<file path="config.mk">
export PLATFORM = sky130hd
export DESIGN_NAME = t1c_top
export DESIGN_NICKNAME = d
export VERILOG_FILES = /design/src/hw/t1c_pkg.sv /design/src/hw/t1c_rx_if.sv /design/src/hw/t1c_top.sv /design/src/hw/t1c_alarm.sv
export VERILOG_INCLUDE_DIRS = /design/src /design/src/hw
export SDC_FILE = /design/constraint.sdc
export NUM_CORES = 1
export LEC_CHECK = 0
export BUFFER_PORTS_ARGS = -buffer_cell sky130_fd_sc_hd__buf_2
export CAP_MARGIN = 10
export CELL_PAD_IN_SITES_DETAIL_PLACEMENT = 1
export CELL_PAD_IN_SITES_GLOBAL_PLACEMENT = 1
export CORE_MARGIN = 5
export CORE_UTILIZATION = 45
export DETAILED_ROUTE_END_ITERATION = 10
export GPL_TIMING_DRIVEN = 0
export MAX_ROUTING_LAYER = met4
export PLACE_DENSITY_LB_ADDON = 0.1
export SYNTH_ARGS = -nofsm -noshare
export SYNTH_HDL_FRONTEND = slang
export SYNTH_SLANG_ARGS = --single-unit
export TNS_END_PERCENT = 30
</file>
<file path="constraint.sdc">
create_clock -name clk -period 3.1 [get_ports clk]
set_clock_uncertainty 0.05 [all_clocks]
set_input_delay 0 -clock clk [delete_from_list [all_inputs] [get_ports clk]]
set_output_delay 0 -clock clk [all_outputs]
set_load 0.005 [all_outputs]
</file>
<file path="src/hw/t1c_map.svh">
`ifndef T1C_MAP_SVH
`define T1C_MAP_SVH
`define T1C_A_CC1   8'h00
`define T1C_A_CC3   8'h04
`define T1C_A_PCP   8'h08
`define T1C_A_PCD1  8'h0C
`define T1C_A_PCD4  8'h18
`define T1C_A_SR1   8'h1C
`define T1C_A_IMR1  8'h20
`define T1C_A_SR4   8'h24
`define T1C_A_IMR4  8'h28
`define T1C_A_IIR1  8'h2C
`define T1C_A_IIR2  8'h30
`define T1C_A_TX1   8'h34
`define T1C_A_TX2   8'h38
`define T1C_A_RX2   8'h3C
`define T1C_A_LCC   8'h40
`define T1C_A_LIVE  8'h44
`define T1C_A_TS1   8'h80
`define T1C_A_TS12  8'hAC
`define T1C_INTERRUPT_PIN_DISABLE  6
`define T1C_TX1_YEL 0
`define T1C_TX1_BLU 1
`define T1C_TX1_STF 3
`define T1C_CLK_NS  40
`define T1C_CHAN_NS 5181
`define T1C_BLUE_NS 3000000
`define T1C_FBITS   8'd192
`define T1C_MFLAST  4'd11
`define T1C_DMW     64'h1E0B_0B1E_9E8B_8B9E
`define T1C_RAICI   6'h1F
`define T1C_RESP_OK 2'h0
`define T1C_RESP_ER 2'h2
`define T1C_RED_RUN 8'd192
`define T1C_RED_WIN 7'd111
`define T1C_RED_ONE 4'd14
`define T1C_BLU_MAX 3'd5
`define T1C_YEL_LST 8'd255
`define T1C_YEL_MIN 9'd254
`define T1C_FDL_PAT 16'h00FF
`define T1C_FDL_RUN 5'd16
`define T1C_FDL_LST 4'd15
`define T1C_FDL_MAX 5'd14
`endif

</file>
<file path="src/hw/t1c_pkg.sv">
package t1c_pkg;
  typedef enum logic [1:0] {CS_PIN, CS_PIN_FB, CS_SCALED, CS_RECOV} t1c_csel_t;
  typedef struct packed {
    logic        blue, red, yel, f12p;
    logic [19:0] bwin;
    logic [2:0]  zc;
    logic [7:0]  zrun;
    logic [6:0]  rwin;
    logic [3:0]  rones;
    logic [7:0]  ych;
    logic [8:0]  yz;
    logic [4:0]  frun, fhit;
    logic [3:0]  fwin;
  } t1c_al_t;
endpackage : t1c_pkg

</file>
<file path="src/hw/t1c_rx_if.sv">
`timescale 1ns/1ps
`default_nettype none
interface t1c_rx_if;
  logic        bit_stb, bit_val, chan_b2, f12_stb, f12_val;
  logic        fdl_stb, f12_mode, esf_mode, red, yellow, blue;
  logic [15:0] fdl_pat;
  modport src (output bit_stb, bit_val, chan_b2, f12_stb, f12_val, fdl_stb,
               fdl_pat, f12_mode, esf_mode, input red, yellow, blue);
  modport det (input bit_stb, bit_val, chan_b2, f12_stb, f12_val, fdl_stb,
               fdl_pat, f12_mode, esf_mode, output red, yellow, blue);
endinterface : t1c_rx_if
`default_nettype wire

</file>
<file path="src/hw/t1c_top.sv">
// Overview of operation
// - code 00 pin clock; 01 fallback when idle
// - code 10 scaled clock, 11 recovered clock
// - pointer bits pick functions a write sets
// - masked status bits only drive interrupt
// - reset clears every writable register
// - two info registers flag pending status
// - pin disable bit silences interrupt pin
// - insert enable sources robbed-bit signaling
// - clear channel passes data untouched but for D4 yellow bit 2
// - D4 yellow forces bit 2 low
// - both override bits stuff all channels
// - customer AIS sent, received flag raised
// - ESF customer remote alarm, code 011111
// - milliwatt select replaces receive channel data
// - blue set at five or fewer zeros per window
// - bit-2 yellow uses 254 of 256
// - 12th F-bit yellow needs two alike
// - ESF yellow on 16 00FF patterns
// - red at 192 zeros, clears 14/112
//
// The implementer's own choices: the AXI4-Lite slave port and the address map.
`timescale 1ns/1ps
`default_nettype none
`include "t1c_map.svh"
module t1c_top #(
  parameter int BLUE_CYC = `T1C_BLUE_NS / `T1C_CLK_NS,
  parameter int SCALE_DIV = 4
) (
  input  wire logic        clk,
  input  wire logic        srst,
  input  wire logic [7:0]  s_axi_awaddr,
  input  wire logic        s_axi_awvalid,
  output var  logic        s_axi_awready,
  input  wire logic [31:0] s_axi_wdata,
  input  wire logic [3:0]  s_axi_wstrb,
  input  wire logic        s_axi_wvalid,
  output var  logic        s_axi_wready,
  output var  logic [1:0]  s_axi_bresp,
  output var  logic        s_axi_bvalid,
  input  wire logic        s_axi_bready,
  input  wire logic [7:0]  s_axi_araddr,
  input  wire logic        s_axi_arvalid,
  output var  logic        s_axi_arready,
  output var  logic [31:0] s_axi_rdata,
  output var  logic [1:0]  s_axi_rresp,
  output var  logic        s_axi_rvalid,
  input  wire logic        s_axi_rready,
  input  wire logic        tx_clock_pin,
  input  wire logic        rx_line_clk,
  input  wire logic        rx_line_data,
  input  wire logic        rx_frame_sync,
  input  wire logic        tx_byte_vld,
  input  wire logic [4:0]  tx_chan,
  input  wire logic [7:0]  tx_byte,
  input  wire logic        tx_rob_frame,
  input  wire logic        tx_rob_b,
  input  wire logic        rx_fdl_vld,
  input  wire logic [15:0] rx_fdl_pat,
  input  wire logic        rx_boc_vld,
  input  wire logic [5:0]  rx_boc,
  input  wire logic        rx_ais_ci_det,
  output var  logic        tx_clock_out,
  output var  logic        tx_out_vld,
  output var  logic [7:0]  tx_out_byte,
  output var  logic        rx_bp_vld,
  output var  logic        rx_bp_data,
  output var  logic        tx_send_ais,
  output var  logic        tx_send_ais_ci,
  output var  logic        tx_send_rai_ci,
  output var  logic        tx_send_yellow,
  output var  logic        irq_n
);
  import t1c_pkg::*;
  localparam int CHAN_CYC = (`T1C_CHAN_NS + `T1C_CLK_NS - 1) / `T1C_CLK_NS;

  typedef struct packed {
    logic              awr, bv, arr, rv;
    logic [1:0]        br, rr;
    logic [31:0]       rd;
    logic [1:0]        cc1, pcp, sr4, imr4, rx2, lcc;
    logic              interrupt_pin_disable, tx2;
    logic [31:0]       sie, dmw;
    logic [2:0]        sr1, imr1, live, alp;
    logic [3:0]        tx1;
    logic [11:0][7:0]  ts;
    logic [3:0]        s1, s2;
    logic [1:0]        s3;
    logic [7:0]        bcnt, idle, div;
    logic [3:0]        mf;
    logic [2:0]        dmi;
    logic              fail, mclk, tck, irqn, tov, rbv, rbd;
    logic [7:0]        txo;
    logic [3:0]        snd;
  } t1c_top_t;

  t1c_top_t q, d;
  t1c_rx_if rxi ();

  t1c_alarm #(
    .BLUE_CYC (BLUE_CYC)
  ) u_alarm (
    .clk  (clk),
    .srst (srst),
    .rx   (rxi)
  );

  function automatic logic [7:0] byte_of(input logic [31:0] v, input logic [1:0] i);
    byte_of = v[8*i +: 8];
  endfunction : byte_of

  function automatic logic [31:0] put_byte(input logic [31:0] v, input logic [1:0] i,
                                           input logic [7:0] b);
    logic [31:0] r;
    r = v;
    r[8*i +: 8] = b;
    put_byte = r;
  endfunction : put_byte

  logic        wr_go, rd_go, in_pcd_w, in_pcd_r, rclk_rise, tpin_edge, is_f;
  logic        pend1, pend4, stuff_all, clr_ch, d4;
  logic [7:0]  wb, pos, txb, pat;
  logic [4:0]  rch;
  logic [2:0]  rbit, al_rise;
  logic [1:0]  wi, ri;
  logic [3:0]  tsi_w, tsi_r, nib;
  logic [31:0] rmux;
  logic        rerr;

  assign rxi.bit_stb  = rclk_rise;
  assign rxi.bit_val  = q.s2[1];
  assign rxi.chan_b2  = rclk_rise && !is_f && rbit == 3'd1;
  assign rxi.f12_stb  = rclk_rise && is_f && q.mf == `T1C_MFLAST;
  assign rxi.f12_val  = q.s2[1];
  assign rxi.fdl_stb  = rx_fdl_vld;
  assign rxi.fdl_pat  = rx_fdl_pat;
  assign rxi.f12_mode = q.rx2[0];
  assign rxi.esf_mode = q.rx2[1];

  always_comb
  begin
    d = q;
    // second stage alone reads the first; edges are found on the second
    d.s1 = {rx_frame_sync, tx_clock_pin, rx_line_data, rx_line_clk};
    d.s2 = q.s1;
    d.s3 = {q.s2[2], q.s2[0]};
    rclk_rise = q.s2[0] && !q.s3[0];
    tpin_edge = q.s2[2] != q.s3[1];
    pos  = q.bcnt - 8'd1;
    is_f = q.bcnt == 8'd0;
    rch  = pos[7:3];
    rbit = pos[2:0];

    // register write: address and data are taken in the same cycle
    wr_go    = q.awr && s_axi_awvalid && s_axi_wvalid;
    wb       = s_axi_wstrb[0] ? s_axi_wdata[7:0] : 8'h00;
    wi       = 2'(s_axi_awaddr[7:2] - `T1C_A_PCD1 / 4);
    tsi_w    = 4'(s_axi_awaddr[7:2] - `T1C_A_TS1 / 4);
    in_pcd_w = s_axi_awaddr >= `T1C_A_PCD1 && s_axi_awaddr <= `T1C_A_PCD4;
    d.awr    = !q.awr && !q.bv && s_axi_awvalid && s_axi_wvalid;
    if (q.bv && s_axi_bready)
      d.bv = 1'b0;
    al_rise = {rxi.blue, rxi.yellow, rxi.red} & ~q.alp;
    d.alp   = {rxi.blue, rxi.yellow, rxi.red};
    d.live  = q.alp;
    // hardware sets win over a same-cycle clear by software in SR1; in SR4 only for bits not already set
    d.sr1 = q.sr1 | al_rise;
    d.sr4 = q.sr4 | {rx_boc_vld && rx_boc == `T1C_RAICI, rx_ais_ci_det};
    if (wr_go)
    begin
      d.bv = 1'b1;
      d.br = `T1C_RESP_OK;
      unique case (s_axi_awaddr)
        `T1C_A_CC1:  d.cc1    = wb[1:0];
        `T1C_A_CC3:  d.interrupt_pin_disable = wb[`T1C_INTERRUPT_PIN_DISABLE];
        `T1C_A_PCP:  d.pcp    = wb[1:0];
        `T1C_A_SR1:  d.sr1    = (q.sr1 & ~wb[2:0]) | al_rise;
        `T1C_A_IMR1: d.imr1   = wb[2:0];
        `T1C_A_SR4:  d.sr4    = (q.sr4 & ~wb[1:0]) | d.sr4 & ~q.sr4;
        `T1C_A_IMR4: d.imr4   = wb[1:0];
        `T1C_A_TX1:  d.tx1    = wb[3:0];
        `T1C_A_TX2:  d.tx2    = wb[0];
        `T1C_A_RX2:  d.rx2    = wb[1:0];
        `T1C_A_LCC:  d.lcc    = wb[1:0];
        default:
        begin
          if (in_pcd_w)
          begin
            // one write lands in every function the pointer selects
            if (q.pcp[0])
              d.sie = put_byte(q.sie, wi, wb);
            if (q.pcp[1])
              d.dmw = put_byte(q.dmw, wi, wb);
          end
          else if (s_axi_awaddr >= `T1C_A_TS1 && s_axi_awaddr <= `T1C_A_TS12
                   && s_axi_awaddr[1:0] == 2'b00)
            d.ts[tsi_w] = wb;
          else
            d.br = `T1C_RESP_ER;
        end
      endcase
    end

    // register read
    rd_go    = q.arr && s_axi_arvalid;
    ri       = 2'(s_axi_araddr[7:2] - `T1C_A_PCD1 / 4);
    tsi_r    = 4'(s_axi_araddr[7:2] - `T1C_A_TS1 / 4);
    in_pcd_r = s_axi_araddr >= `T1C_A_PCD1 && s_axi_araddr <= `T1C_A_PCD4;
    pend1    = |(q.sr1 & q.imr1);
    pend4    = |(q.sr4 & q.imr4);
    rerr     = 1'b0;
    rmux     = 32'h0000_0000;
    unique case (s_axi_araddr)
      `T1C_A_CC1:  rmux[1:0] = q.cc1;
      `T1C_A_CC3:  rmux[`T1C_INTERRUPT_PIN_DISABLE] = q.interrupt_pin_disable;
      `T1C_A_PCP:  rmux[1:0] = q.pcp;
      `T1C_A_SR1:  rmux[2:0] = q.sr1;
      `T1C_A_IMR1: rmux[2:0] = q.imr1;
      `T1C_A_SR4:  rmux[1:0] = q.sr4;
      `T1C_A_IMR4: rmux[1:0] = q.imr4;
      `T1C_A_IIR1: rmux[0] = pend1;
      `T1C_A_IIR2: rmux[0] = pend4;
      `T1C_A_TX1:  rmux[3:0] = q.tx1;
      `T1C_A_TX2:  rmux[0] = q.tx2;
      `T1C_A_RX2:  rmux[1:0] = q.rx2;
      `T1C_A_LCC:  rmux[1:0] = q.lcc;
      `T1C_A_LIVE: rmux[2:0] = q.live;
      default:
      begin
        // with several pointer bits set the lowest one is shown
        if (in_pcd_r)
          rmux[7:0] = q.pcp[0] ? byte_of(q.sie, ri) : byte_of(q.dmw, ri);
        else if (s_axi_araddr >= `T1C_A_TS1 && s_axi_araddr <= `T1C_A_TS12
                 && s_axi_araddr[1:0] == 2'b00)
          rmux[7:0] = q.ts[tsi_r];
        else
          rerr = 1'b1;
      end
    endcase
    d.arr = !q.arr && !q.rv && s_axi_arvalid;
    if (q.rv && s_axi_rready)
      d.rv = 1'b0;
    if (rd_go)
    begin
      d.rv = 1'b1;
      d.rd = rmux;
      d.rr = rerr ? `T1C_RESP_ER : `T1C_RESP_OK;
    end

    // interrupt pin: only masked status, and quiet while disabled
    d.irqn = !((pend1 || pend4) && !q.interrupt_pin_disable);

    // transmit clock source
    d.idle = tpin_edge ? 8'd0 : (q.idle == 8'(CHAN_CYC)) ? q.idle : q.idle + 8'd1;
    d.fail = q.idle == 8'(CHAN_CYC);
    d.div  = (q.div == 8'(SCALE_DIV - 1)) ? 8'd0 : q.div + 8'd1;
    if (q.div == 8'(SCALE_DIV - 1))
      d.mclk = !q.mclk;
    unique case (t1c_csel_t'(q.cc1))
      CS_PIN:    d.tck = q.s2[2];
      CS_PIN_FB: d.tck = q.fail ? q.s2[0] : q.s2[2];
      CS_SCALED: d.tck = q.mclk;
      CS_RECOV:  d.tck = q.s2[0];
    endcase

    // receive bit position and milliwatt overwrite
    d.rbv = rclk_rise;
    if (rclk_rise)
    begin
      // the sync rise carries the framing bit itself, so the bit after it is position 1
      d.bcnt = q.s2[3] ? 8'd1 : (q.bcnt == `T1C_FBITS) ? 8'd0 : q.bcnt + 8'd1;
      if (q.s2[3])
        d.mf = 4'd0;
      else if (q.bcnt == `T1C_FBITS)
        d.mf = (q.mf == `T1C_MFLAST) ? 4'd0 : q.mf + 4'd1;
      if (q.bcnt == `T1C_FBITS)
        d.dmi = q.dmi + 3'd1;
      pat   = 8'(`T1C_DMW >> (8 * (7 - q.dmi)));
      d.rbd = (!is_f && q.dmw[rch]) ? pat[3'd7 - rbit] : q.s2[1];
    end
    else
      pat = 8'h00;

    // transmit channel processing
    stuff_all = q.tx1[`T1C_TX1_STF] && q.tx2;
    clr_ch    = !q.sie[tx_chan] && !stuff_all;
    d4        = !q.rx2[1];
    nib       = tx_chan[0] ? q.ts[tx_chan[4:1]][3:0] : q.ts[tx_chan[4:1]][7:4];
    txb       = tx_byte;
    if (!clr_ch && txb == 8'h00)
      txb[1] = 1'b1;
    if (q.sie[tx_chan] && tx_rob_frame)
      txb[0] = tx_rob_b ? nib[2] : nib[3];
    if (d4 && q.tx1[`T1C_TX1_YEL])
      txb[6] = 1'b0;
    d.tov = tx_byte_vld;
    if (tx_byte_vld)
      d.txo = txb;
    d.snd = {q.tx1[`T1C_TX1_YEL],
             q.lcc[1] && q.rx2[1],
             q.lcc[0] && q.tx1[`T1C_TX1_BLU],
             q.tx1[`T1C_TX1_BLU]};
  end

  // every writable register comes out of reset at zero
  always_ff @(posedge clk)
    if (srst)
    begin
      q      <= '0;
      q.irqn <= 1'b1;
    end
    else
      q <= d;

  assign s_axi_awready  = q.awr;
  assign s_axi_wready   = q.awr;
  assign s_axi_bresp    = q.br;
  assign s_axi_bvalid   = q.bv;
  assign s_axi_arready  = q.arr;
  assign s_axi_rdata    = q.rd;
  assign s_axi_rresp    = q.rr;
  assign s_axi_rvalid   = q.rv;
  assign tx_clock_out   = q.tck;
  assign tx_out_vld     = q.tov;
  assign tx_out_byte    = q.txo;
  assign rx_bp_vld      = q.rbv;
  assign rx_bp_data     = q.rbd;
  assign tx_send_ais    = q.snd[0];
  assign tx_send_ais_ci = q.snd[1];
  assign tx_send_rai_ci = q.snd[2];
  assign tx_send_yellow = q.snd[3];
  assign irq_n          = q.irqn;

  property p_irq_on;
    @(posedge clk) disable iff (srst)
    ((pend1 || pend4) && !q.interrupt_pin_disable) |=> !irq_n;
  endproperty
  a_irq_on: assert property (p_irq_on) else $error("unmasked event missed");
  property p_interrupt_pin_disable;
    @(posedge clk) disable iff (srst)
    q.interrupt_pin_disable |=> irq_n;
  endproperty
  a_interrupt_pin_disable: assert property (p_interrupt_pin_disable) else $error("pin active while off");
  property p_rst;
    @(posedge clk)
    srst |=> (q.imr1 == 3'd0 && q.imr4 == 2'd0 && irq_n && q.cc1 == 2'd0);
  endproperty
  a_rst: assert property (p_rst) else $error("reset left state");
  property p_recov;
    @(posedge clk) disable iff (srst)
    (q.cc1 == 2'b11) |=> tx_clock_out == $past(q.s2[0]);
  endproperty
  a_recov: assert property (p_recov) else $error("wrong tx clock");
  property p_clear;
    @(posedge clk) disable iff (srst)
    (tx_byte_vld && clr_ch && !q.tx1[`T1C_TX1_YEL])
      |=> tx_out_byte == $past(tx_byte);
  endproperty
  a_clear: assert property (p_clear) else $error("clear channel altered");
  property p_c_irq;
    @(posedge clk) disable iff (srst) $fell(irq_n);
  endproperty
  c_irq: cover property (p_c_irq);
endmodule : t1c_top
`default_nettype wire

</file>
<file path="src/hw/t1c_alarm.sv">
`timescale 1ns/1ps
`default_nettype none
`include "t1c_map.svh"
module t1c_alarm #(
  parameter int BLUE_CYC = `T1C_BLUE_NS / `T1C_CLK_NS
) (
  input wire logic clk,
  input wire logic srst,
  t1c_rx_if.det    rx
);
  import t1c_pkg::*;
  t1c_al_t q, d;
  logic    wend;
  logic [2:0] zc_nx;
  logic [3:0] ro_nx;
  logic [8:0] yz_nx;
  logic [4:0] fh_nx;
  logic       hit;
  always_comb
  begin
    d     = q;
    wend  = (q.bwin == 20'(BLUE_CYC - 1));
    zc_nx = q.zc + 3'((rx.bit_stb && !rx.bit_val && q.zc != 3'd6) ? 1 : 0);
    ro_nx = q.rones + 4'((rx.bit_stb && rx.bit_val && q.rones != `T1C_RED_ONE) ? 1 : 0);
    yz_nx = q.yz + 9'((rx.chan_b2 && !rx.bit_val) ? 1 : 0);
    hit   = rx.fdl_pat == `T1C_FDL_PAT;
    fh_nx = q.fhit + 5'(hit ? 1 : 0);
    // window is measured in time, not bits, so a stopped line still resolves
    d.bwin = wend ? 20'd0 : q.bwin + 20'd1;
    d.zc   = wend ? 3'd0 : zc_nx;
    if (wend)
      d.blue = zc_nx <= `T1C_BLU_MAX;
    if (rx.bit_stb)
    begin
      d.rwin  = (q.rwin == `T1C_RED_WIN) ? 7'd0 : q.rwin + 7'd1;
      d.rones = (q.rwin == `T1C_RED_WIN) ? 4'd0 : ro_nx;
      if (q.rwin == `T1C_RED_WIN && ro_nx >= `T1C_RED_ONE)
        d.red = 1'b0;
      d.zrun = rx.bit_val ? 8'd0 : (q.zrun == `T1C_RED_RUN) ? q.zrun : q.zrun + 8'd1;
      if (d.zrun == `T1C_RED_RUN)
        d.red = 1'b1;
    end
    if (rx.esf_mode && rx.fdl_stb)
    begin
      d.frun = !hit ? 5'd0 : (q.frun == `T1C_FDL_RUN) ? q.frun : q.frun + 5'd1;
      d.fwin = q.fwin + 4'd1;
      d.fhit = (q.fwin == `T1C_FDL_LST) ? 5'd0 : fh_nx;
      if (q.fwin == `T1C_FDL_LST && fh_nx <= `T1C_FDL_MAX)
        d.yel = 1'b0;
      if (d.frun == `T1C_FDL_RUN)
        d.yel = 1'b1;
    end
    else if (!rx.esf_mode && rx.f12_mode && rx.f12_stb)
    begin
      d.f12p = rx.f12_val;
      if (rx.f12_val == q.f12p)
        d.yel = rx.f12_val;
    end
    else if (!rx.esf_mode && !rx.f12_mode && rx.chan_b2)
    begin
      d.ych = q.ych + 8'd1;
      d.yz  = (q.ych == `T1C_YEL_LST) ? 9'd0 : yz_nx;
      if (q.ych == `T1C_YEL_LST)
        d.yel = yz_nx >= `T1C_YEL_MIN;
    end
  end
  always_ff @(posedge clk)
    if (srst)
      q <= '0;
    else
      q <= d;
  assign rx.red    = q.red;
  assign rx.yellow = q.yel;
  assign rx.blue   = q.blue;

  property p_red_set;
    @(posedge clk) disable iff (srst)
    (rx.bit_stb && !rx.bit_val && q.zrun == 8'd191) |=> q.red;
  endproperty
  a_red_set: assert property (p_red_set) else $error("red not set on zeros");
  property p_f12;
    @(posedge clk) disable iff (srst)
    (!rx.esf_mode && rx.f12_mode && rx.f12_stb && rx.f12_val && q.f12p) |=> q.yel;
  endproperty
  a_f12: assert property (p_f12) else $error("f-bit yellow missed");
  property p_blue_hold;
    @(posedge clk) disable iff (srst)
    !wend |=> $stable(q.blue);
  endproperty
  a_blue_hold: assert property (p_blue_hold) else $error("blue moved mid window");
  property p_c_red;
    @(posedge clk) disable iff (srst) $rose(q.red);
  endproperty
  c_red: cover property (p_c_red);
  property p_c_yel;
    @(posedge clk) disable iff (srst) $fell(q.yel);
  endproperty
  c_yel: cover property (p_c_yel);
endmodule : t1c_alarm
`default_nettype wire

</file>
After elaboration in Yosys (flattened, before gate mapping)
Cells that the tools add are included.
- word-level logic and storage cells: 363
- register bits: 343
- output and inout port bits: 58
- muxes and demuxes: 84
- order comparisons: 19
- equal/unequal tests: 47
- add/subtract/negate cells: 23
- shift operators: 5
- reduce and logical (&&, ||, !) cells: 102
- bitwise operators: 18
- operator list (operator ; number):
    two-way mux 64 bit ; 2
    equality test 8 x 6 -> 1 bit, second input constant ; 14
    bitwise mux 96 bit ; 1
    two-way mux 8 bit ; 11
    two-way mux 80 bit ; 1
    binary-select mux 8 bit (select 4 bit) ; 2
    bitwise mux 32 bit ; 2
    two-way mux 32 bit ; 2
    indexed part select 32 x 6 -> 8 bit ; 2
    >> shifter 61 x 32 -> 8 bit, first input constant ; 1
    logical AND 1 bit ; 44
    adder 8 x 1 -> 8 bit, second input constant ; 5
    equality test 8 bit, second input constant ; 5
    negation 5 -> 34 bit ; 1
    variable shift 8 x 34 -> 32 bit, first input constant ; 1
    indexed part select 8 x 34 -> 32 bit ; 1
    demux 8 bit (select 4 bit) ; 1
    zero test 8 bit ; 4
    two-way mux 1 bit ; 32
    AND reduction 2 bit ; 13
    OR reduction 13 bit ; 2
    equality test 8 x 7 -> 1 bit, second input constant ; 3
    adder 20 x 1 -> 20 bit, second input constant ; 1
    equality test 20 x 17 -> 1 bit, second input constant ; 1
    other kinds (75) ; 146

Depth between registers and ports, before layout
- word-level depth: 12
- mapped depth: 14
- gate-level depth less buffers: 14

Hierarchy
Synthesis repeated with hierarchy kept, for this count alone.
- cell total of the unflattened synthesis: 1909
- area total of the unflattened synthesis: 17121.4 sq um
- by module, submodules not included (module ; area an instance (sq um) ; times used ; cells an instance):
    t1c_top ; 13216.4 ; 1 ; 1430
    t1c_alarm ; 3905.0 ; 1 ; 479

Worst setup path after synthesis
OpenSTA, ideal clock, no wires.
- kind: input -> register
- start point: input port rx_fdl_pat[9]
- end point: register u_alarm.q, in the netlist u_alarm.rx.yellow
- setup slack: 0.249 ns
- cell stages on the path: 11
- arrival time: 2.665 ns
- data required time: 2.914 ns
- cells stage by stage: or4_1 or4_4 inv_2 ha_1 ha_1 nand3_1 xnor2_1 o41ai_1 a22oi_1 a2111oi_0 a211oi_1
- longest elaborated chain between the ends: 7
- elaborated cells between the ends (all ways): 11
- those cells by class: add/sub (1); order compare (1); eq/ne (3); mux (4); reduce/logical (2)
- RTL lines (item ; line ; RTL):
    from (decl) ; t1c_top.sv:59 ; input wire logic [15:0] rx_fdl_pat,
    equality test 16 x 8 -> 1 bit (no source line) (*) ; n/a ;
    two-way mux 1 bit ; t1c_alarm.sv:27 ; fh_nx = q.fhit + 5'(hit ? 1 : 0);
    adder 5 bit ; t1c_alarm.sv:27 ;
    <= comparator 5 x 4 -> 1 bit (no source line) ; n/a ;
    logical AND 1 bit (no source line) ; n/a ;
    != test 3 bit (no source line) ; n/a ;
    AND reduction 4 bit (no source line) ; n/a ;
    to (signal assigned) ; t1c_alarm.sv:69 ; q <= '0;
    to (signal assigned) ; t1c_alarm.sv:71 ; q <= d;
    to (decl) ; t1c_alarm.sv:12 ; t1c_al_t q, d;
Mark *: on every way between the ends. The rest lies on a longest branch, timed or not.
A chain may end at the register's enable or synchronous reset.

Worst setup path after layout
- start point: register q[44] in the netlist's numbering
- end point: register q, in the netlist rx_bp_data
- longest elaborated chain between the ends: 5
- elaborated cells between the ends (all ways): 10
- those cells by class: add/sub (2); mux (5); reduce/logical (3)
- RTL lines (item ; line ; RTL):
    from (decl) ; t1c_top.sv:97 ; t1c_top_t q, d;
    subtractor 8 x 1 -> 8 bit ; t1c_top.sv:149 ; pos = q.bcnt - 8'd1;
    subtractor 3 bit / binary-select mux 1 bit (select 5 bit) (equally long branches) ; t1c_top.sv:279 ; d.rbd = (!is_f && q.dmw[rch]) ? pat[3'd7 - rbit] : q.s2[1];
    binary-select mux 1 bit (select 3 bit) / two-way mux 1 bit (equally long branches) ; t1c_top.sv:279 ;
    two-way mux 1 bit (not written as such) / logical AND 1 bit (equally long branches) ; t1c_top.sv:279 ;
    two-way mux 1 bit (*) ; t1c_top.sv:279 ;
Mark *: on every way between the ends. The rest lies on a longest branch, timed or not. The select of a mux whose other input is x is not followed.

==> qor.txt <==
XOR/XNOR share of the synthesized area -> 3.81%
Crit Path Class -> flop to flop
Crit path max fanout -> 7
Mux contribution to synthesized area -> 15.7%
CTS buffer count -> 39
Worst slew margin -> 29.9%
Die Height -> 203 um
Fmax -> 331 MHz
Clk slew on worst S/H paths -> 0.06 ns
Vias per inst -> 5.79
I/O pin total -> 162
Met1 Usage GRT -> 36.5%
Worst stage delay on the critical path -> 0.74 ns
TritonRoute pass-1 iters -> 7
Vias -> 15300
Hold Crit Class -> input pin to flop
Worst skew pair latency -> 0.56 ns
Complex-gate fraction of the synthesized area -> 10.3%
Post-Syn Instances -> 1934
RePlAce Congestion -> 0.920
Area post-placement -> 18000 um2
Netlist cell types -> 67
Async SR Flop Fraction -> 0%
RSZ-0062 raised after global routing -> true
Post-route cell area -> 19800 um2
Max-Cap Viols -> 0
Clk pwr share -> 49.2%
Die Footprint -> 41300 um2
Switch share -> 23.9%
Post-DP HPWL -> 40900 um
DRC Markers -> 0
Power Total -> 10.1 mW
Die span in x -> 203 um
P_leak -> 7.93 nW
H-tree lvl count -> 2
Post-synthesis adder-cell area fraction -> 2.53%
Main combinational cell family by area after synthesis -> simple AND/OR/NAND/NOR gates
Site row count -> 70
Critical path startpoint -> q[44]$_SDFFE_PP0N_
Req. time, crit path -> 3.54 ns
Largest net degree at the start of global routing -> 20
Tmin final -> 3.02 ns
Synth Flop Type -> dfxtp_1
CTS max path bufs -> 3
Synth Area in Simple Gates -> 21.8%
Total track usage -> 27.9%
Post-route ant nets -> 0
DP Cell Count -> 2531
Share of the clock period used by the worst path -> 97.3%
Met2 Use GR -> 43.9%
Initial antenna violation count -> 3
Drt total wl -> 57100 um
Global-route wire length before repair -> 89100 um
Final #Nets -> 2275
Flop pwr share -> 44.1%
GR peak layer -> met2
DR WL/cell -> 21.6 um
Initial Util -> 45.7%
Final WS setup -> 0.0830 ns
Met3 Use GR -> 5.82%
Grt ovf -> 0
Post-synthesis sequential area ratio -> 40.6%
Post-synthesis cell area -> 16800 um2
Psw -> 2.42 mW
Ys Warns -> 0
Port Buf Inserts -> 104
Slew Limit Fails -> 0
Worst r2r src -> q[44]$_SDFFE_PP0N_
Hold_sp -> rx_fdl_pat[15]
Setup WS pre-CTS -> -0.737 ns
Util after Layout -> 53.8%
Slew of the pin with the lowest slew margin -> 1.05 ns
Power share of the combinational group -> 6.7%
Arrival @ worst endpoint -> 3.46 ns
CTS tree -> built
Synthesized area per cell -> 8.70 um2
DR iter-0 viols -> 1038
Outcome -> completed
Crit end category -> flop
Setup Viol. Count Final -> 0
Sink Count -> 341
CP Cell Sequence -> buf_4 -> nor2_1 -> nor4b_1 -> xor2_2 -> mux4_1 -> o221ai_1 -> o211ai_1 -> a21o_1 -> nand3_1
Clock root buffer -> clkbuf_16
Number of synthesized flops with an enable pin -> 0
Fin cells -> 2637
Hold Fails Final Rpt -> 0
Commonest non-fill, non-tap cell in the layout -> nor2_1
Ratio of cells with drive above 1 in the final layout -> 14.5%
Startpoint types -> flop
Vias in the first global route -> 15800
Slowest library cell on the worst path -> mux4_1
Core region area -> 36800 um2
VDD IR max -> 319 uV
P&R area growth vs syn -> 17.6%
Power Dens Cells -> 510 nW/um2
Yosys reg bits -> 341
Most frequent cells in the layout -> nor2_1, dfxtp_1, a21oi_1
Pint -> 7.68 mW
-- repair_timing --
item	CTS	global route
gates resized for setup	6	12
endpoints found under the hold margin	36	0
cloned	0	0
pin swaps	0	1
setup endpoints to repair	15	16
buffers inserted	0	1
hold buffers	35	0
-- path summary, 6_finish.rpt --
| path | slack [ns] | to | cells after the start |
|---|---|---|---|
| worst min-delay path | 0.02 | u_alarm.q[12]$_SDFFE_PP0P_ | 6 |
| worst min register to register | 0.39 | d[50]$_SDFF_PP0_ | 1 |
| worst max-delay path | 0.08 | rx_bp_data$_SDFFE_PP0N_ | 9 |
| worst max register to register | 0.08 | rx_bp_data$_SDFFE_PP0N_ | 9 |
-- registers in the layout, summed over array words and instances, names as in the netlist, 8 cells and up --
| register | flops |
|---|---|
| d | 11 |
| q | 222 |
| s_axi_rdata | 8 |
| tx_out_byte | 8 |
| u_alarm.q | 74 |
-- through the flow --
| step | hold WS, ns | setup TNS [ns] |
|---|---|---|
| final | 0.0206 | 0 |
| after global routing | 0.0628 | -0.222 |
| after CTS | 0.00290 | 0 |
| after detailed placement | 0.170 | -6.05 |
| after global placement | 0.163 | -5.25 |
| after floorplan | 0.0694 | 0 |
-- worst max-delay path, delay by kind of cell, from the launching register on --
family                 cells  cell delay (ns)
multiplexers               1             0.74
buffers and inverters      1             0.16
AO/OA/AOI/OAI              3             0.63
flip-flops                 1             0.30
AND/OR/NAND/NOR            3             0.67
XOR/XNOR                   1             0.42
-- Yosys cell counts (9+ instances only) --
library cell / n / area, um2
clkbuf_1: 100 / 375
a211oi_1: 11 / 82.6
and2_1: 11 / 68.8
xor2_1: 43 / 377
nor3_1: 24 / 120
xnor2_1: 27 / 236
nand2b_1: 17 / 106
nor2b_1: 24 / 150
inv_1: 26 / 97.6
o21ai_0: 41 / 205
and3_1: 22 / 138
nor2_1: 467 / 1750
nand2_1: 125 / 469
nor4_1: 11 / 68.8
dfxtp_1: 341 / 6830
mux2i_1: 102 / 1020
nand3b_1: 9 / 67.6
nand3_1: 48 / 240
buf_4: 47 / 353
a22oi_1: 13 / 97.6
mux4_2: 65 / 1460
or3_1: 14 / 87.6
ha_1: 34 / 425
nand4_1: 21 / 131
a21oi_1: 188 / 941
-- layer usage --
layer	routed length (um)	vias up	share of wire, %
li1	-	7060	-
met1	24800	7576	44
met2	26400	519	46
met3	4070	105	7.1
met4	1750	0	3.1
met5	0	-	0
-- power by group through the flow --
stage / Clock (mW) / Sequential (mW) / Combinational (mW)
4_1_cts: 5.04 / 4.45 / 0.660
5_1_grt: 5.23 / 4.45 / 0.721
2_1_floorplan: 0 / 4.54 / 0.368
3_3_place_gp: 0 / 4.55 / 0.612
3_5_place_dp: 0 / 4.55 / 0.624
6_report: 4.97 / 4.45 / 0.674
-- area by class of cell --
class	instances	area, um2
inverters	28	105
diodes	3	7.51
well taps	468	586
multi-input cells	1435	9240
repair buffers	140	878
clock buffers	53	1110
clock inverters	17	249
plain buffers	152	772
fillers	4378	17000
flip-flops and latches	341	6830
-- kinds of logic (layout without fill, tap and decap cells) --
| logic type | after synthesis | in the layout |
|---|---|---|
| other | 1 | 29 |
| XOR/XNOR | 71 | 71 |
| buffers and inverters | 183 | 390 |
| AND/OR/NAND/NOR | 826 | 826 |
| multiplexers | 175 | 175 |
| flip-flops | 341 | 341 |
| AO/OA/AOI/OAI | 303 | 303 |
| adder cells (fa/ha/maj) | 34 | 34 |
Power figures use the tool's default switching activity.
